File: src/design/dio_defs.svh
// register offsets, field positions, reset values and timing counts
// assumes inclusion by the io unit module and its testbench only
`ifndef DIO_DEFS_SVH
`define DIO_DEFS_SVH
`define ADDR_GENERAL_CONFIG 16'h0065
`define ADDR_FLASH_SELECT 16'h0067
`define ADDR_FEATURE_CONFIG 16'h006a
`define ADDR_DISCRETE_OUTPUTS 16'h0410
`define ADDR_SPINDLE_DUTY 16'h0411
`define ADDR_WHEEL_COUNT_ONE 16'h047e
`define ADDR_DISCRETE_INPUTS 16'h047f
`define ADDR_WHEEL_COUNT_TWO 16'h0483
`define ADDR_READ_INTERVAL_TICKS 16'h0484
`define CONFIG_RESET 16'h0000
`define FEATURE_CONFIG_RESET 16'h0003
`define FEATURE_CONFIG_MASK 16'h008f
`define DOUT_RESET 8'h00
`define DUTY_RESET 10'h000
`define BIT_MODULATOR_OFF 7
`define BIT_WHEEL_ONE_ENABLE 0
`define BIT_WHEEL_TWO_ENABLE 1
`define BIT_WHEEL_ONE_DIVIDE 2
`define BIT_WHEEL_TWO_DIVIDE 3
`define BIT_SPINDLE_DIRECTION 2
`define BIT_SPINDLE_GATE 3
`define BIT_SPINDLE_PULSE 4
`define PIN_WHEEL_ONE_A 6
`define PIN_WHEEL_ONE_B 7
`define PIN_WHEEL_TWO_A 4
`define PIN_WHEEL_TWO_B 5
`define DUTY_FULL 10'h3ff
`define PWM_STEPS 1024
`define CLK_HZ 64'd200000000
`define CLK_PERIOD_NS 5
`define PWM_FREQ_CENTIHZ 64'd475
`define PWM_PERIOD_CYCLES ((`CLK_HZ * 64'd100) / `PWM_FREQ_CENTIHZ)
`define TICK_NS 1000
`define TICK_CYCLES (`TICK_NS / `CLK_PERIOD_NS)
`endif

File: src/design/dio_pkg.sv
// types shared by the discrete io unit
// assumes dio_defs.svh is on the include path
package dio_pkg;
    typedef struct packed {
        logic wr;
        logic [15:0] addr;
        logic [15:0] wdata;
    } reg_req_t;
    typedef struct packed {
        logic step;
        logic up;
    } quad_step_t;
endpackage : dio_pkg

File: src/design/discrete_io_pwm_encoder_unit.sv
// discrete outputs with safety timeout, spindle modulator, two wheel counters
// assumes one request per req pulse from the bus front end, inputs synchronous
`include "dio_defs.svh"

module discrete_io_pwm_encoder_unit
    import dio_pkg::*;
#(
    parameter int PWM_PERIOD_CYCLES = int'(`PWM_PERIOD_CYCLES)
) (
    // clock and reset
    input wire logic clk,
    input wire logic reset,
    // register requests
    input wire logic req,
    input wire reg_req_t req_data,
    output logic rsp_valid,
    output logic [15:0] rsp_rdata,
    // safety timeout settings from outside
    input wire logic [31:0] pump_timeout_cycles,
    input wire logic [7:0] safety_pump_use,
    // pins
    input wire logic [7:0] din_pin_level,
    output logic [7:0] dout_pin_level,
    output logic [7:0] dout_led,
    output logic spindle_header
);

    localparam int SLOT_CYCLES = PWM_PERIOD_CYCLES / `PWM_STEPS;
    localparam int TICK_CYCLES = `TICK_CYCLES;

    function automatic quad_step_t quad_decode(input logic [1:0] prev, input logic [1:0] cur);
        quad_step_t r;
        r = '{step: 1'b0, up: 1'b0};
        case ({prev, cur})
            4'b0001, 4'b0111, 4'b1110, 4'b1000: r = '{step: 1'b1, up: 1'b1};
            4'b0010, 4'b1011, 4'b1101, 4'b0100: r = '{step: 1'b1, up: 1'b0};
            default: r = '{step: 1'b0, up: 1'b0};
        endcase
        return r;
    endfunction : quad_decode

    ////////////////////////////////////////////////////////////////////////////////
    // registers
    logic [15:0] general_config_q;
    logic [15:0] flash_select_q;
    logic [15:0] feature_config_q;
    logic [7:0] dout_q;
    logic [9:0] duty_q;
    logic [17:0] wheel_one_q;
    logic [17:0] wheel_two_q;
    logic [15:0] ticks_q;
    logic [15:0] tick_pre_q;
    logic [31:0] pump_cnt_q;
    logic pump_expire;
    logic wr_en;
    logic [7:0] din_state;
    logic [15:0] count_one;
    logic [15:0] count_two;
    logic mod_en;

    assign wr_en = req && req_data.wr;
    assign din_state = ~din_pin_level;
    assign mod_en = !feature_config_q[`BIT_MODULATOR_OFF];
    assign count_one = feature_config_q[`BIT_WHEEL_ONE_DIVIDE] ?
        wheel_one_q[17:2] : wheel_one_q[15:0];
    assign count_two = feature_config_q[`BIT_WHEEL_TWO_DIVIDE] ?
        wheel_two_q[17:2] : wheel_two_q[15:0];

    always_ff @(posedge clk or posedge reset) begin
        if (reset) begin
            general_config_q <= `CONFIG_RESET;
            flash_select_q <= `CONFIG_RESET;
            feature_config_q <= `FEATURE_CONFIG_RESET;
            duty_q <= `DUTY_RESET;
        end else if (wr_en) begin
            case (req_data.addr)
                `ADDR_GENERAL_CONFIG: general_config_q <= req_data.wdata;
                `ADDR_FLASH_SELECT: flash_select_q <= req_data.wdata;
                `ADDR_FEATURE_CONFIG: feature_config_q <= req_data.wdata & `FEATURE_CONFIG_MASK;
                `ADDR_SPINDLE_DUTY: duty_q <= req_data.wdata[9:0];
                default: ;
            endcase
        end
    end

    // discrete outputs, write wins over timeout drop
    always_ff @(posedge clk or posedge reset) begin
        if (reset) begin
            dout_q <= `DOUT_RESET;
        end else if (wr_en && req_data.addr == `ADDR_DISCRETE_OUTPUTS) begin
            dout_q <= req_data.wdata[7:0];
        end else if (pump_expire) begin
            dout_q <= dout_q & ~safety_pump_use;
        end
    end

    ////////////////////////////////////////////////////////////////////////////////
    // safety timeout
    assign pump_expire = !req && pump_timeout_cycles != 32'h0 &&
        pump_cnt_q == pump_timeout_cycles - 32'h1;

    always_ff @(posedge clk or posedge reset) begin
        if (reset) begin
            pump_cnt_q <= 32'h0;
        end else if (req) begin
            pump_cnt_q <= 32'h0;
        end else if (pump_cnt_q < pump_timeout_cycles) begin
            pump_cnt_q <= pump_cnt_q + 32'h1;
        end
    end

    ////////////////////////////////////////////////////////////////////////////////
    // spindle modulator
    logic [31:0] slot_q;
    logic [9:0] step_q;
    logic pwm_active;

    always_ff @(posedge clk or posedge reset) begin
        if (reset) begin
            slot_q <= 32'h0;
            step_q <= 10'h0;
        end else if (slot_q == 32'(SLOT_CYCLES - 1)) begin
            slot_q <= 32'h0;
            step_q <= step_q + 10'h1;
        end else begin
            slot_q <= slot_q + 32'h1;
        end
    end

    assign pwm_active = !dout_q[`BIT_SPINDLE_GATE] &&
        (duty_q == `DUTY_FULL || step_q < duty_q);

    ////////////////////////////////////////////////////////////////////////////////
    // wheel counters
    logic [1:0] ph_one_q;
    logic [1:0] ph_two_q;
    quad_step_t st_one;
    quad_step_t st_two;
    logic [1:0] ph_one;
    logic [1:0] ph_two;

    assign ph_one = {din_state[`PIN_WHEEL_ONE_A], din_state[`PIN_WHEEL_ONE_B]};
    assign ph_two = {din_state[`PIN_WHEEL_TWO_A], din_state[`PIN_WHEEL_TWO_B]};
    assign st_one = quad_decode(ph_one_q, ph_one);
    assign st_two = quad_decode(ph_two_q, ph_two);

    always_ff @(posedge clk or posedge reset) begin
        if (reset) begin
            ph_one_q <= 2'b00;
            ph_two_q <= 2'b00;
        end else begin
            ph_one_q <= ph_one;
            ph_two_q <= ph_two;
        end
    end

    always_ff @(posedge clk or posedge reset) begin
        if (reset) begin
            wheel_one_q <= 18'h0;
        end else if (feature_config_q[`BIT_WHEEL_ONE_ENABLE] && st_one.step) begin
            wheel_one_q <= st_one.up ? wheel_one_q + 18'h1 : wheel_one_q - 18'h1;
        end
    end

    always_ff @(posedge clk or posedge reset) begin
        if (reset) begin
            wheel_two_q <= 18'h0;
        end else if (feature_config_q[`BIT_WHEEL_TWO_ENABLE] && st_two.step) begin
            wheel_two_q <= st_two.up ? wheel_two_q + 18'h1 : wheel_two_q - 18'h1;
        end
    end

    // tick timer, saturating, restarted by a count read
    logic count_read;
    assign count_read = req && !req_data.wr && (req_data.addr == `ADDR_WHEEL_COUNT_ONE ||
        req_data.addr == `ADDR_WHEEL_COUNT_TWO);

    always_ff @(posedge clk or posedge reset) begin
        if (reset) begin
            tick_pre_q <= 16'h0;
            ticks_q <= 16'h0;
        end else if (count_read) begin
            tick_pre_q <= 16'h0;
            ticks_q <= 16'h0;
        end else if (tick_pre_q == 16'(TICK_CYCLES - 1)) begin
            tick_pre_q <= 16'h0;
            if (ticks_q != 16'hffff) begin
                ticks_q <= ticks_q + 16'h1;
            end
        end else begin
            tick_pre_q <= tick_pre_q + 16'h1;
        end
    end

    ////////////////////////////////////////////////////////////////////////////////
    // read answer
    logic [15:0] rdata_d;
    always_comb begin
        case (req_data.addr)
            `ADDR_GENERAL_CONFIG: rdata_d = general_config_q;
            `ADDR_FLASH_SELECT: rdata_d = flash_select_q;
            `ADDR_FEATURE_CONFIG: rdata_d = feature_config_q;
            `ADDR_DISCRETE_OUTPUTS: rdata_d = {8'h00, dout_q};
            `ADDR_SPINDLE_DUTY: rdata_d = {6'h00, duty_q};
            `ADDR_WHEEL_COUNT_ONE: rdata_d = count_one;
            `ADDR_DISCRETE_INPUTS: rdata_d = {8'h00, din_state};
            `ADDR_WHEEL_COUNT_TWO: rdata_d = count_two;
            `ADDR_READ_INTERVAL_TICKS: rdata_d = ticks_q;
            default: rdata_d = 16'h0000;
        endcase
    end

    always_ff @(posedge clk or posedge reset) begin
        if (reset) begin
            rsp_valid <= 1'b0;
            rsp_rdata <= 16'h0000;
        end else begin
            rsp_valid <= req;
            rsp_rdata <= (req && !req_data.wr) ? rdata_d : 16'h0000;
        end
    end

    ////////////////////////////////////////////////////////////////////////////////
    // pins
    logic [7:0] act_d;
    always_comb begin
        act_d = dout_q;
        if (mod_en) begin
            act_d[`BIT_SPINDLE_PULSE] = pwm_active;
            act_d[`BIT_SPINDLE_GATE] = !dout_q[`BIT_SPINDLE_GATE];
        end
    end

    always_ff @(posedge clk or posedge reset) begin
        if (reset) begin
            dout_pin_level <= 8'hff;
            dout_led <= 8'h00;
            spindle_header <= 1'b0;
        end else begin
            dout_pin_level <= ~act_d;
            dout_led <= act_d;
            spindle_header <= mod_en && pwm_active;
        end
    end
endmodule : discrete_io_pwm_encoder_unit

File: config.mk
export PLATFORM = sky130hd
export DESIGN_NAME = discrete_io_pwm_encoder_unit
export DESIGN_NICKNAME = d
export VERILOG_FILES = /design/src/design/dio_pkg.sv /design/src/design/discrete_io_pwm_encoder_unit.sv
export VERILOG_INCLUDE_DIRS = /design/src /design/src/design
export SDC_FILE = /design/constraint.sdc
export NUM_CORES = 1
export LEC_CHECK = 0
export BUFFER_PORTS_ARGS = -buffer_cell sky130_fd_sc_hd__clkbuf_2
export CAP_MARGIN = 5
export CORE_MARGIN = 4
export CORE_UTILIZATION = 45
export CTS_CLUSTER_DIAMETER = 150
export DETAILED_ROUTE_END_ITERATION = 8
export PLACE_DENSITY = 0.61
export SLEW_MARGIN = 20
export SYNTH_ARGS = -nofsm -noshare
export SYNTH_HDL_FRONTEND = slang
export SYNTH_SLANG_ARGS = --single-unit
File: constraint.sdc
create_clock -name clk -period 12 [get_ports clk]
set_clock_uncertainty 0.05 [all_clocks]
set_input_delay 0.6 -clock clk [delete_from_list [all_inputs] [get_ports clk]]
set_output_delay 0.6 -clock clk [all_outputs]
set_load 0.01 [all_outputs]
==> reports/results.ini <==
[outcome]
status=completed

[route]
via_per_inst=5.644
drt_iter0_markers=688
dr.pass1.iters=5
drc=0
routed_wl_um=35470
wire_per_inst_um=17.47
detail-route-antenna-nets=0
vias=11460

[floorplanning]
core_area_um2=31640
ios=118
rows=65
die_x_um=187.3
die_h_um=187.3
initial_core_util_pct=45.74
die_area_um2=35090

[logic_synthesis]
avgSynthCellArea_um2=9.596
synth-edff-count=0
synth_nets=1683
yosysSeqAreaShare_pct=40.73
synthCells=1508
synth_area_um2=14470
synth_cell_types=67
synth-main-ff-cell=dfrtp_1
synthArstFlopShare_pct=100.0
ys_ff_latch=235
yosys_warnings=0

[worst_setup_path]
worstPathRequired_ns=12.31
critical-path-max-stage-delay_ns=0.51
cp_slowest_cell=mux4_2
critPathTopFamily=compound AO/OA/AOI/OAI gates
worst-setup-path-type=in2reg
crit_arrival_ns=4.18
end_kind=flip-flop
critPathLaunchType=input pin
path_buf_inv=3
path_cells=clkbuf_2 > inv_1 > ha_1 > mux4_2 > inv_1 > ha_1 > nor2b_1 > o31a_1 > o211ai_1 > nand2_1 > a221oi_1 > o21ai_0 > o41ai_1 > xor2_1 > o21ai_0
path_max_fanout=17

[global_route]
grtUsageTotal_pct=20.02
antenna_found_initial=1
grt_pass1_vias=11280
grt_remaining_overflow=0
grt_pass1_wl_um=59320
grt_max_degree=107

[power]
power_density_nw_per_um2=105.2
combPwrFrac_pct=7.9
power.share.clock_pct=44.7
sequentialPowerShare_pct=47.3
p_switching_w=0.0004090
power_leakage_nw=7.596
switching_share_pct=23.91
vdd_drop_max_uv=89.18
internal_power_w=0.001301

[clock_network]
clockBufferDepth=3
cts_resized=0
clk_pin_slew_ns=0.06
cts_max_level=1
cts_tree=yes
cts-hold-fix-buffers=0
clk_latency_ns=0.53
post_cts_buffers=0
clock-sinks=235
clockRootBuffer=clkbuf_16
cts_buffers=26

[cells_and_area]
final_cell_mix=225 x dfrtp_1, 121 x nor2_1, 119 x nand2_1, 117 x clkbuf_2, 89 x ha_1
num-nets-final=1782
num-fill-cells=2916
final_layout_size_suffix_gt1_share_pct=15.49
fin_area_um2=16250
syn_to_final_growth_pct=12.30
regArea_um2=5893
multi_input_area_um2=8103
final_common_cell=dfrtp_1

[place]
port_buffers=117
hpwlAfterDp_um=26270
place_area_um2=15430
gp_congestion=0.8896

[sta]
fin_crit_sh_pct=32.18
tightest_slew_ns=0.9802
finalSetupViolCount=0
fin_setup_tns_ns=0
hold_violations=0
fin_crit_ns=3.862
fmax_mhz=259.0
grt_setup_unrepaired=false
finalMaxSlewViolations=0
relSlewSlack_pct=34.49

[run]
cap_violations=0

[worst_hold_path]
hp-class=in2async

-- worst register-to-register path, stage by stage (launching register included) --
cell      delay [ns]
dfrtp_1         0.38
mux4_2          0.55
inv_1           0.47
ha_1            0.39
nor2b_1         0.16
o31a_1          0.26
o211ai_1        0.17
nand2_1         0.11
a221oi_1        0.32
o21ai_0         0.19
o41ai_1         0.33
xor2_1          0.18
o21ai_0         0.08
-- per-layer routing --
metal | vias up | global-route usage (%) | part of all wire [%]
met1 | 5588 | 28.35 | 47
met5 | - | 0 | 0
met4 | 0 | 3.726 | 1.6
li1 | 5613 | - | -
met2 | 207 | 33.30 | 47
met3 | 49 | 2.706 | 4.5
-- Yosys cell counts, types with 3 or more instances --
cell,count,share of area (%)
dfrtp_1,225,39
nor2_1,122,3.2
nand2_1,119,3.1
ha_1,89,7.7
xnor2_1,86,5.2
o21ai_0,83,2.9
inv_1,81,2.1
a21oi_1,75,2.6
xor2_1,64,3.9
mux2_2,60,4.7
nand3_1,55,1.9
mux2i_1,50,3.5
clkbuf_1,49,1.3
nand4_1,31,1.3
a21o_1,30,1.6
and3_1,26,1.1
nor3_1,22,0.76
nor4_1,16,0.69
o22ai_1,16,0.69
and4_1,15,0.91
nor2b_1,14,0.61
or3_1,14,0.61
a221oi_1,13,0.79
nand2b_1,12,0.52
a31oi_1,11,0.48
dfstp_2,10,1.8
o211ai_1,8,0.42
a211oi_1,7,0.36
nand4b_1,7,0.42
o21a_1,7,0.36
a41oi_1,6,0.36
and2_1,6,0.26
o21bai_1,6,0.31
or4_1,6,0.31
nor4b_1,5,0.30
o221ai_1,5,0.30
or2_2,5,0.22
a2111oi_0,3,0.18
a31o_2,3,0.18
nand3b_1,3,0.16
nor4bb_1,3,0.21
o31a_1,3,0.18
o31ai_1,3,0.16
-- per-stage QoR --
step                      utilization (%)  worst slack, ns  hold WS, ns  instances  total power, W
after detailed placement            48.76            7.595       0.3437       1981       0.0009595
after global placement              48.76            7.736       0.3370       1981       0.0009572
after global routing                51.37            7.790       0.1860       2030        0.001785
final                               51.37            8.138       0.1799       2030        0.001710
after floorplan                         -            4.920       0.3236       1508       0.0009109
after CTS                           51.31            7.997       0.1771       2029        0.001730
-- cell type report --
| cell class | instances | share of cell area (%) |
|---|---|---|
| Antenna cell | 1 | 0.01540 |
| Tap cell | 402 | 3.095 |
| Clock inverter | 4 | 0.2926 |
| Sequential cell | 235 | 36.26 |
| Timing Repair Buffer | 123 | 3.881 |
| Multi-Input combinational cell | 1140 | 49.86 |
| Clock buffer | 44 | 4.674 |
| Inverter | 81 | 1.917 |
-- worst paths after layout --
path | from | to | slack, ns | cells after the start
setup / recovery | din_pin_level[4] | wheel_two_q[16] | 8.14 | 15
hold / removal | reset | slot_q[18] | 0.18 | 2
setup reg to reg | ph_two_q[1] | wheel_two_q[16] | 8.20 | 12
hold reg to reg | dout_q[6] | dout_led[6] | 0.36 | 0
max in group asynchronous | reset | ticks_q[13] | 10.22 | 3
min in group clk | safety_pump_use[2] | dout_q[2] | 0.20 | 2
-- power by group through the flow --
stage	Combinational, W	Clock, W	Sequential [W]
after floorplan	0.0000894	0	0.000821
after global placement	0.000134	0	0.000823
after detailed placement	0.000136	0	0.000823
after CTS	0.000137	0.000783	0.000809
after global routing	0.000154	0.000821	0.000810
final	0.000136	0.000765	0.000809
-- state kept, by name, summed over array words and instances, names as in the netlist, 2 cells and up --
signal / count
dout_led: 8
dout_pin_level: 8
dout_q: 8
duty_q: 10
feature_config_q: 5
flash_select_q: 16
general_config_q: 16
ph_one_q: 2
ph_two_q: 2
pump_cnt_q: 32
rsp_rdata: 16
slot_q: 32
step_q: 10
tick_pre_q: 16
ticks_q: 16
wheel_one_q: 18
wheel_two_q: 18
-- cells by family after synthesis --
group | Yosys count | share of synthesized area, %
simple gates | 498 | 17.93
compound gates | 289 | 12.39
flops | 235 | 40.73
xor+xnor | 150 | 9.079
buf+inv | 133 | 3.459
mux | 112 | 8.439
fa+ha+maj | 91 | 7.972
(Power assumes the default switching activity.)
